--- src/pkg/ebs_pkg.sv ---
/*
 * Constants and types for the boot configuration and external bus select block.
 * Assumes a 16-bit CPU I/O port space and a 10 MHz core clock.
 */
package ebs_pkg;
    // register map
    localparam logic [15:0] EBS_SELECT_ADDR    = 16'h1c00;
    localparam logic [15:0] EBS_SELECT_RESET   = 16'h0000;
    localparam logic [15:0] EBS_SELECT_WMASK   = 16'h7f3f;
    localparam int          EBS_PARALLEL_PORT_MODE_LSB     = 12;
    localparam int          EBS_PARALLEL_PORT_MODE_MSB     = 14;
    localparam int          EBS_SERIAL_PORT1_MODE_LSB    = 10;
    localparam int          EBS_SERIAL_PORT1_MODE_MSB    = 11;
    localparam int          EBS_SERIAL_PORT0_MODE_LSB    = 8;
    localparam int          EBS_SERIAL_PORT0_MODE_MSB    = 9;
    localparam int          EBS_ADDRGPIO_LSB   = 0;
    localparam int          EBS_ADDRGPIO_MSB   = 5;
    localparam int          EBS_ADDR_PINS      = 6;
    localparam int          EBS_PP_PINS        = 21;

    // clock generator setting for the on-chip oscillator source
    localparam logic [10:0] EBS_PLL_MULT       = 11'h177;
    localparam logic [10:0] EBS_PLL_MULT_RESET = 11'h001;

    // boot peripheral query window
    localparam int          EBS_CLK_PERIOD_NS  = 100;
    localparam int          EBS_QUERY_TIME_US  = 100;
    localparam int          EBS_QUERY_CYCLES   =
        (EBS_QUERY_TIME_US * 1000) / EBS_CLK_PERIOD_NS;
    localparam int          EBS_BOOT_PERIPHS   = 6;
    localparam int          EBS_IDLE_DOMAINS   = 8;
    localparam int          EBS_CPU_DOMAIN     = 0;

    typedef enum logic [2:0] {
        EBS_ST_CLOCK = 3'b001,
        EBS_ST_QUERY = 3'b010,
        EBS_ST_DONE  = 3'b100
    } ebs_boot_state_type;
endpackage : ebs_pkg

--- src/hdl/ebs_pin_route.sv ---
/*
 * Per-pin mux between memory-interface address and general-purpose I/O.
 * Assumes the select comes from the bus select register's next value.
 */
`timescale 1ns/1ns
module ebs_pin_route #(
    parameter int WIDTH = 6
) (
    input  wire logic             core_clk,
    input  wire logic             reset_n,
    input  wire logic [WIDTH-1:0] gpioSelect,
    input  wire logic [WIDTH-1:0] emifAddrOut,
    input  wire logic [WIDTH-1:0] gpioOut,
    input  wire logic [WIDTH-1:0] gpioOe_n,
    input  wire logic [WIDTH-1:0] pinIn,
    output logic      [WIDTH-1:0] pinOut,
    output logic      [WIDTH-1:0] pinOe_n,
    output logic      [WIDTH-1:0] gpioIn
);
    genvar i;
    generate
        for (i = 0; i < WIDTH; i++) begin : g_pin
            wire next_out;
            wire next_oe_n;
            wire next_in;
            // address lines are always driven while in memory function
            assign next_out  = gpioSelect[i] ? gpioOut[i] : emifAddrOut[i];
            assign next_oe_n = gpioSelect[i] ? gpioOe_n[i] : 1'b0;
            assign next_in   = gpioSelect[i] & pinIn[i];
            always_ff @(posedge core_clk or negedge reset_n) begin
                if (!reset_n) begin
                    pinOut[i]  <= 1'b0;
                    pinOe_n[i] <= 1'b1;
                    gpioIn[i]  <= 1'b0;
                end else begin
                    pinOut[i]  <= next_out;
                    pinOe_n[i] <= next_oe_n;
                    gpioIn[i]  <= next_in;
                end
            end
        end
    endgenerate
endmodule : ebs_pin_route

--- src/hdl/ebs_boot_config_and_bus_select.sv ---
/*
 * Reset-time straps, boot clock and peripheral clock sequencing, and the
 * external bus select register with its upper address pin routing.
 * Assumes CPU I/O strobes are one-cycle pulses synchronous to core_clk and
 * straps are tied statically on the board.
 */
`timescale 1ns/1ns
// Contract
// parallel_port_mode field routes peripherals onto the 21 parallel port pins.
// serial port mode fields pick audio serial or memory card per serial port.
// select register is readable and writable at I/O address 0x1C00.
// new routing applies on the clock cycle after the write.
// each upper address pin becomes GPIO when its select bit is 1.
// software gates affected peripheral clocks before writing the select register.
// software resets affected peripherals after changing the select register.
// bit 15 reads 0; mode fields at 14:12, 11:10, 9:8 reset to zero.
// bits 7:6 read 0; bits 5:0 are address GPIO selects resetting 0.
// clock strap picks oscillator or external clock for the clock generator.
// board ties the clock strap statically; it never changes in operation.
// regulator strap low: monitor makes power ok; high: power ok held high.
// a device reset follows any change of a strap pin's function.
// oscillator source: clock multiplied by 375; external source: generator bypassed.
// external clock is 11.2896, 12.0 or 12.288 MHz.
// boot image settings leave clock generator and boot timer alone.
// each peripheral clock on only while queried; all off and idled at hand-over.
// RAM block 31 reserved during boot, free for application afterwards.
// writes to reserved bit 15 have no effect; it reads its fixed value.
// select register keeps its reset value until software writes it.
module ebs_boot_config_and_bus_select
    import ebs_pkg::*;
#(
    parameter int NUM_PERIPHS  = EBS_BOOT_PERIPHS,
    parameter int QUERY_CYCLES = EBS_QUERY_CYCLES,
    parameter int IDLE_DOMAINS = EBS_IDLE_DOMAINS
) (
    input  wire logic                    core_clk,
    input  wire logic                    reset_n,
    input  wire logic [15:0]             ioAddr,
    input  wire logic                    ioWrite,
    input  wire logic                    ioRead,
    input  wire logic [15:0]             ioWriteData,
    output logic      [15:0]             ioReadData,
    output logic                         ioReadValid,
    input  wire logic                    clock_source_select_pin,
    input  wire logic                    core_regulator_enable_pin,
    input  wire logic                    monitorOk,
    output logic                         power_ok_signal,
    output logic                         genClockFromExt,
    output logic                         pllBypass,
    output logic      [10:0]             pllMultiplier,
    input  wire logic                    bootImageFound,
    output logic      [NUM_PERIPHS-1:0]  periphClockEnable,
    output logic      [IDLE_DOMAINS-1:0] idleDomainRequest,
    output logic                         sramBlock31Reserved,
    output logic                         bootDone,
    output logic      [2:0]              parallel_port_mode,
    output logic      [1:0]              serial_port1_mode,
    output logic      [1:0]              serial_port0_mode,
    output logic      [5:0]              upper_addr_pin_gpio_select,
    input  wire logic [5:0]              emifAddrOut,
    input  wire logic [5:0]              gpioOut,
    input  wire logic [5:0]              gpioOe_n,
    input  wire logic [5:0]              upperPinIn,
    output logic      [5:0]              upperPinOut,
    output logic      [5:0]              upperPinOe_n,
    output logic      [5:0]              upperGpioIn
);
    function automatic logic ebsHit(input logic [15:0] addr);
        ebsHit = (addr == EBS_SELECT_ADDR);
    endfunction : ebsHit

    localparam int QW = $clog2(QUERY_CYCLES + 1);
    localparam int PW = (NUM_PERIPHS > 1) ? $clog2(NUM_PERIPHS) : 1;

    logic [15:0]        external_bus_select_reg;
    logic               strapCaptured;
    logic               clkSelLatched;
    ebs_boot_state_type bootState;
    logic [QW-1:0]      queryCount;
    logic [PW-1:0]      queryIndex;

    // bus select register
    wire        selWrite  = ioWrite & ebsHit(ioAddr);
    wire        selRead   = ioRead & ebsHit(ioAddr);
    // reserved bits are masked so writes cannot reach them
    wire [15:0] next_select = selWrite ? (ioWriteData & EBS_SELECT_WMASK)
                                       : external_bus_select_reg;

    always_ff @(posedge core_clk or negedge reset_n) begin
        if (!reset_n) begin
            external_bus_select_reg <= EBS_SELECT_RESET;
        end else begin
            external_bus_select_reg <= next_select;
        end
    end

    always_ff @(posedge core_clk or negedge reset_n) begin
        if (!reset_n) begin
            ioReadData  <= 16'h0000;
            ioReadValid <= 1'b0;
        end else begin
            ioReadData  <= selRead ? (external_bus_select_reg & EBS_SELECT_WMASK)
                                   : 16'h0000;
            ioReadValid <= selRead;
        end
    end

    // fields leave straight from the register flops
    assign parallel_port_mode =
        external_bus_select_reg[EBS_PARALLEL_PORT_MODE_MSB:EBS_PARALLEL_PORT_MODE_LSB];
    assign serial_port1_mode =
        external_bus_select_reg[EBS_SERIAL_PORT1_MODE_MSB:EBS_SERIAL_PORT1_MODE_LSB];
    assign serial_port0_mode =
        external_bus_select_reg[EBS_SERIAL_PORT0_MODE_MSB:EBS_SERIAL_PORT0_MODE_LSB];
    assign upper_addr_pin_gpio_select =
        external_bus_select_reg[EBS_ADDRGPIO_MSB:EBS_ADDRGPIO_LSB];

    // next value feeds the pin flops so pins follow one cycle after the write
    ebs_pin_route #(
        .WIDTH (EBS_ADDR_PINS)
    ) u_pin_route (
        .core_clk    (core_clk),
        .reset_n     (reset_n),
        .gpioSelect  (next_select[EBS_ADDRGPIO_MSB:EBS_ADDRGPIO_LSB]),
        .emifAddrOut (emifAddrOut),
        .gpioOut     (gpioOut),
        .gpioOe_n    (gpioOe_n),
        .pinIn       (upperPinIn),
        .pinOut      (upperPinOut),
        .pinOe_n     (upperPinOe_n),
        .gpioIn      (upperGpioIn)
    );

    // clock strap: caught once after reset release, not by the reset itself
    always_ff @(posedge core_clk or negedge reset_n) begin
        if (!reset_n) begin
            strapCaptured <= 1'b0;
            clkSelLatched <= 1'b0;
        end else if (!strapCaptured) begin
            strapCaptured <= 1'b1;
            clkSelLatched <= clock_source_select_pin;
        end
    end

    always_ff @(posedge core_clk or negedge reset_n) begin
        if (!reset_n) begin
            genClockFromExt <= 1'b0;
            power_ok_signal <= 1'b0;
        end else begin
            genClockFromExt <= strapCaptured & clkSelLatched;
            // the regulator strap is static, so it is read directly
            power_ok_signal <= core_regulator_enable_pin | monitorOk;
        end
    end

    // boot sequencer
    wire queryEnd  = (queryCount == QW'(QUERY_CYCLES - 1));
    wire lastIndex = (queryIndex == PW'(NUM_PERIPHS - 1));

    always_ff @(posedge core_clk or negedge reset_n) begin
        if (!reset_n) begin
            bootState  <= EBS_ST_CLOCK;
            queryCount <= '0;
            queryIndex <= '0;
        end else begin
            case (bootState)
                EBS_ST_CLOCK: begin
                    if (strapCaptured) begin
                        bootState <= EBS_ST_QUERY;
                    end
                end
                EBS_ST_QUERY: begin
                    if (bootImageFound) begin
                        bootState <= EBS_ST_DONE;
                    end else if (queryEnd) begin
                        queryCount <= '0;
                        // no image anywhere: keep searching, as the loop never gives up
                        queryIndex <= lastIndex ? '0 : queryIndex + PW'(1);
                    end else begin
                        queryCount <= queryCount + QW'(1);
                    end
                end
                EBS_ST_DONE: begin
                    bootState <= EBS_ST_DONE;
                end
                default: begin
                    bootState <= EBS_ST_CLOCK;
                end
            endcase
        end
    end

    // clock generator setting made once the strap is known
    always_ff @(posedge core_clk or negedge reset_n) begin
        if (!reset_n) begin
            pllBypass     <= 1'b1;
            pllMultiplier <= EBS_PLL_MULT_RESET;
        end else if (bootState == EBS_ST_CLOCK && strapCaptured) begin
            pllBypass     <= clkSelLatched;
            pllMultiplier <= clkSelLatched ? EBS_PLL_MULT_RESET : EBS_PLL_MULT;
        end
    end

    wire [NUM_PERIPHS-1:0] queryOneHot = NUM_PERIPHS'(1) << queryIndex;
    wire inQuery = (bootState == EBS_ST_QUERY) & ~bootImageFound;
    wire goneDone = (bootState == EBS_ST_DONE) |
                    ((bootState == EBS_ST_QUERY) & bootImageFound);

    always_ff @(posedge core_clk or negedge reset_n) begin
        if (!reset_n) begin
            periphClockEnable   <= '0;
            idleDomainRequest   <= '0;
            sramBlock31Reserved <= 1'b1;
            bootDone            <= 1'b0;
        end else begin
            periphClockEnable   <= inQuery ? queryOneHot : '0;
            idleDomainRequest   <= goneDone ? ~(IDLE_DOMAINS'(1) << EBS_CPU_DOMAIN)
                                            : '0;
            sramBlock31Reserved <= ~goneDone;
            bootDone            <= goneDone;
        end
    end

    // checks
    logic selWritten;
    always_ff @(posedge core_clk or negedge reset_n) begin
        if (!reset_n) begin
            selWritten <= 1'b0;
        end else if (selWrite) begin
            selWritten <= 1'b1;
        end
    end

    chk_reserved_read: assert property (@(posedge core_clk) disable iff (!reset_n)
        ioReadValid |-> (ioReadData[15] == 1'b0 && ioReadData[7:6] == 2'b00))
        else $error("reserved select bits read nonzero");

    chk_write_route: assert property (@(posedge core_clk) disable iff (!reset_n)
        selWrite |=> (parallel_port_mode == $past(ioWriteData[14:12])))
        else $error("parallel port mode not applied after write");

    chk_serial_modes: assert property (@(posedge core_clk) disable iff (!reset_n)
        selWrite |=> (serial_port1_mode == $past(ioWriteData[11:10])
                      && serial_port0_mode == $past(ioWriteData[9:8])))
        else $error("serial port modes not applied after write");

    chk_addr_decode: assert property (@(posedge core_clk) disable iff (!reset_n)
        (ioWrite && ioAddr != EBS_SELECT_ADDR) |=> $stable(external_bus_select_reg))
        else $error("select register changed by foreign address");

    chk_read_back: assert property (@(posedge core_clk) disable iff (!reset_n)
        (selRead && !selWrite) |=> (ioReadValid && ioReadData == $past(external_bus_select_reg)))
        else $error("select register read back wrong");

    chk_gpio_pin: assert property (@(posedge core_clk) disable iff (!reset_n)
        ##1 (upper_addr_pin_gpio_select[0] == 1'b0) |-> (upperPinOe_n[0] == 1'b0))
        else $error("address pin not driven in memory function");

    chk_reset_value: assert property (@(posedge core_clk) disable iff (!reset_n)
        !selWritten |-> (external_bus_select_reg == EBS_SELECT_RESET))
        else $error("select register left reset value without a write");

    chk_power_ok: assert property (@(posedge core_clk) disable iff (!reset_n)
        core_regulator_enable_pin |=> power_ok_signal)
        else $error("power ok not held high with regulator strap high");

    chk_pll_setting: assert property (@(posedge core_clk) disable iff (!reset_n)
        (bootState == EBS_ST_QUERY && !clkSelLatched) |-> (pllMultiplier == EBS_PLL_MULT && !pllBypass))
        else $error("clock generator not set to 375 on oscillator source");

    chk_clock_source: assert property (@(posedge core_clk) disable iff (!reset_n)
        (bootState == EBS_ST_QUERY) |-> (genClockFromExt == clkSelLatched))
        else $error("clock generator source does not follow strap");

    chk_handover_gated: assert property (@(posedge core_clk) disable iff (!reset_n)
        bootDone |-> (periphClockEnable == '0 && idleDomainRequest[EBS_CPU_DOMAIN] == 1'b0
                      && &(idleDomainRequest | (IDLE_DOMAINS'(1) << EBS_CPU_DOMAIN))))
        else $error("peripheral clocks or idle domains wrong at hand-over");

    chk_one_clock: assert property (@(posedge core_clk) disable iff (!reset_n)
        $onehot0(periphClockEnable))
        else $error("more than one peripheral clock open during boot");

    chk_sram_reserved: assert property (@(posedge core_clk) disable iff (!reset_n)
        sramBlock31Reserved != bootDone)
        else $error("RAM block 31 reservation disagrees with boot state");

    cov_select_write: cover property (@(posedge core_clk) disable iff (!reset_n)
        selWrite ##1 selRead);
    cov_gpio_mode: cover property (@(posedge core_clk) disable iff (!reset_n)
        upper_addr_pin_gpio_select == 6'h3f);
    cov_boot_done: cover property (@(posedge core_clk) disable iff (!reset_n)
        $rose(bootDone));
    cov_query_wrap: cover property (@(posedge core_clk) disable iff (!reset_n)
        inQuery && queryEnd && lastIndex);
endmodule : ebs_boot_config_and_bus_select

--- config.mk ---
export PLATFORM = sky130hd
export DESIGN_NAME = ebs_boot_config_and_bus_select
export DESIGN_NICKNAME = d
export VERILOG_FILES = /design/src/pkg/ebs_pkg.sv /design/src/hdl/ebs_pin_route.sv /design/src/hdl/ebs_boot_config_and_bus_select.sv
export SDC_FILE = /design/constraint.sdc
export NUM_CORES = 1
export LEC_CHECK = 0
export BUFFER_PORTS_ARGS = -buffer_cell sky130_fd_sc_hd__buf_2
export CAP_MARGIN = 5
export CORE_MARGIN = 1.5
export CORE_UTILIZATION = 40
export CTS_BUF_LIST = sky130_fd_sc_hd__clkbuf_4
export CTS_CLUSTER_SIZE = 40
export DETAILED_ROUTE_END_ITERATION = 8
export PLACE_DENSITY = 0.72
export SYNTH_ARGS = -nofsm -noshare
export SYNTH_HDL_FRONTEND = slang
export SYNTH_SLANG_ARGS = --single-unit
--- constraint.sdc ---
create_clock -name core_clk -period 2 [get_ports core_clk]
set_input_delay 0.2 -clock core_clk [delete_from_list [all_inputs] [get_ports core_clk]]
set_output_delay 0.2 -clock core_clk [all_outputs]
set_load 0.05 [all_outputs]
==> results.md <==
* Status: finished clean
* Main synth FF type: dfrtp_1
* 1st-pass router iterations at 4
* DPL Wire Length at 5230 microns
* Distinct cell type count after synthesis at 38
* GR Overflow Total at 0
* Clock period minus final worst setup slack at 1.91 ns
* Number of port buffers at 129
* Period utilization at 0.957
* Clk_skew at 0.0122 ns
* Global Route met1 Usage at 0.216
* Power per cell area at 816 nW/um^2
* Htree depth at 3
* Setup_tns at 0 ns
* Fin area at 4190 sq um
* Area delta synth->final at 30.5%
* TritonCTS Sinks at 75
* Row cnt at 32
* Vias in the first global route at 2546
* Synth top area cells: dfrtp_1, dfstp_2, buf_4
* Fmax at 523 MHz
* TritonCTS clock tree: yes
* Largest area contributor in the synthesized netlist: dfrtp_1
* Warnings from Yosys at 0
* Setup slack after layout at 0.0866 ns
* Core Region at 7770 sq um
* Post-Synthesis Cells at 282
* Most used routing layer: met2
* Top cell type's share of synthesized area at 0.514
* Worst Path Max Fanout at 4
* Chip height at 92.6 microns
* Post-synth EDFFs at 0
* Number of I/O pins at 142
* Post-synthesis sequential area ratio at 0.588
* RSZ-0062 raised after global routing: false
* Layout cells sized above 1 at 0.414
* Tightest Pin Transition at 0.507 ns
* FFs w/ async S/R, synth at 1.00
* Worst hold slack at 0.0303 ns
* Initial antenna violation count at 0
* Met3 Use GR at 0.0599
* Avg Inst Size Synth at 11.4 sq um
* Placed cells at 501
* CP Data Arrival Time at 2.21 ns
* Setup Buffers After CTS at 0
* Dpl ws at 0.112 ns
* Clock Tree Root: clkbuf_4
* Fin. Hold Viols at 0
* Data required, critical path at 2.30 ns
* Avg WL per Cell at 13.7 microns
* Number of flip-flops in the largest register at 13
* HP Class: input port to flip-flop
* Max Root-Sink Buffers at 2
* Drt drc at 0
* Post-DP Area at 3910 sq um
* Die area at 8570 sq um
* DR vias/cell at 4.93
* Antenna viol nets, final at 0
* Largest net degree at the start of global routing at 41
* Initial core utilization at 0.413
* Placer Congestion at 0.837
* Startpoint types: flip-flop
* Leak Pwr at 2.24 nW
* Final Core Density at 0.539
* Critical path endpoint category: flip-flop
* Post-CTS sizing at 0
* Maxcap violations at 0
* Final Total Pwr at 3.42 mW
* Met2 usage at 0.299
* Post-Syn Area at 3210 sq um
* Crit Path Class: flip-flop to flip-flop
* Final WL at 7320 microns
* Slew Viols, Final at 0
* Clock Pin Slew Worst Setup and Hold Paths at 0.12 ns
* Final Instance Count excl. Fillers at 534
* First-pass GRT wire length at 11900 microns
* Synth Register Bits at 75
* Nets at 493
* Initial DRC Count at 92
* Via Count at 2630
* Total track usage at 0.177
* Worst slew margin at 0.662
* Die W at 92.6 microns
* N_diodes at 0
* Clk Latency, worst-skew pair at 0.40 ns
* Final setup fails at 0
* Max VDD drop at 0.355 mV
* CTS Buf Count at 9
[repair_timing]
item | 4_1_cts | 5_1_grt
hold buffers | 17 | 0
endpoints found under the hold margin | 47 | 0
endpoints found under the setup margin | 0 | 0
[final cells by class]
type / count / area [sq um]
Multi-Input combinational cell: 176 / 1120
Clock buffer: 10 / 75.1
Clock inverter: 6 / 32.5
Fill cell: 735 / 3580
Inverter: 8 / 30.0
Sequential cell: 75 / 1890
Timing Repair Buffer: 157 / 913
Tap cell: 102 / 128
[routing by layer]
layer | up-vias | wire, microns | share of wire
met5 | - | 0 | 0
met4 | 0 | 121 | 0.017
met3 | 11 | 457 | 0.062
met2 | 100 | 3650 | 0.50
met1 | 1265 | 3090 | 0.42
li1 | 1254 | - | -
[path summary, 6_finish.rpt]
check,to,depth (start not counted),startpoint,slack [ns]
min in group asynchronous,periphClockEnable[4]$_DFF_PN0_,2,reset_n,0.30
worst max register to register,queryIndex[1]$_DFFE_PN0P_,4,bootState[0]$_DFFE_PN1P_,0.09
worst min-delay path,external_bus_select_reg[10]$_DFFE_PN0N_,2,ioWriteData[10],0.03
worst min register to register,pllMultiplier[6]$_DFFE_PN0P_,1,clkSelLatched$_DFFE_PN0N_,0.49
worst max-delay path,queryIndex[1]$_DFFE_PN0P_,4,bootState[0]$_DFFE_PN1P_,0.09
max in group asynchronous,pllBypass$_DFFE_PN1P_,3,reset_n,1.02
[report_power, final]
part           internal, mW  total [mW]  switching (mW)
Sequential             1.63        1.70          0.0711
Clock                 0.260       0.768           0.508
Combinational         0.259       0.954           0.695
[critical path: stages, from the launching register on]
cell     delay (ns)
dfstp_2        0.39
or4b_4         0.51
or3_4          0.42
o31a_1         0.28
a41o_1         0.20
[cells in the final DEF, fill, tap and decap left out, types with 3 or more instances in the layout]
master | Yosys | final
conb_1 | 2 | 10
clkinv_2 | 0 | 4
a21oi_1 | 10 | 10
nor4_1 | 10 | 10
nor3_1 | 3 | 3
mux2_2 | 10 | 9
xnor2_1 | 8 | 8
a311o_1 | 6 | 6
dlygate4sd3_1 | 0 | 17
a21boi_0 | 12 | 12
clkbuf_4 | 0 | 10
and3_1 | 13 | 13
dfstp_2 | 9 | 9
dfrtp_1 | 66 | 66
and2_1 | 3 | 3
nand2b_1 | 12 | 12
a211oi_1 | 6 | 6
o21ai_0 | 13 | 13
nor2_1 | 9 | 9
nand4_1 | 3 | 3
buf_2 | 1 | 128
inv_1 | 8 | 8
nand2_1 | 21 | 21
nand3_1 | 10 | 10
buf_4 | 21 | 11
[kinds of logic (layout without fill, tap and decap cells)]
group,count (synthesis),count (layout),share of synthesized area
xor gates and xnor gates,8,8,0.0218
DFF,75,75,0.588
buffers and inverters,39,181,0.0729
muxes,10,10,0.0351
adders and majority gates,2,2,0.00779
AOI/OAI and AO/OA,51,51,0.107
other,2,10,0.00234
and+or+nand+nor,95,95,0.165
[synthesized netlist by cell type, types with 3 or more instances]
library cell   n
xnor2_1        8
dfstp_2        9
mux2_2        10
nand3_1       10
inv_1          8
buf_4         21
a21boi_0      12
nand2b_1      12
a21oi_1       10
nand2_1       21
a211oi_1       6
clkbuf_1       8
dfrtp_1       66
nor4_1        10
a311o_1        6
and3_1        13
and2_1         3
nor2_1         9
o21ai_0       13
nor3_1         3
nand4_1        3
(Power assumes the default switching activity.)
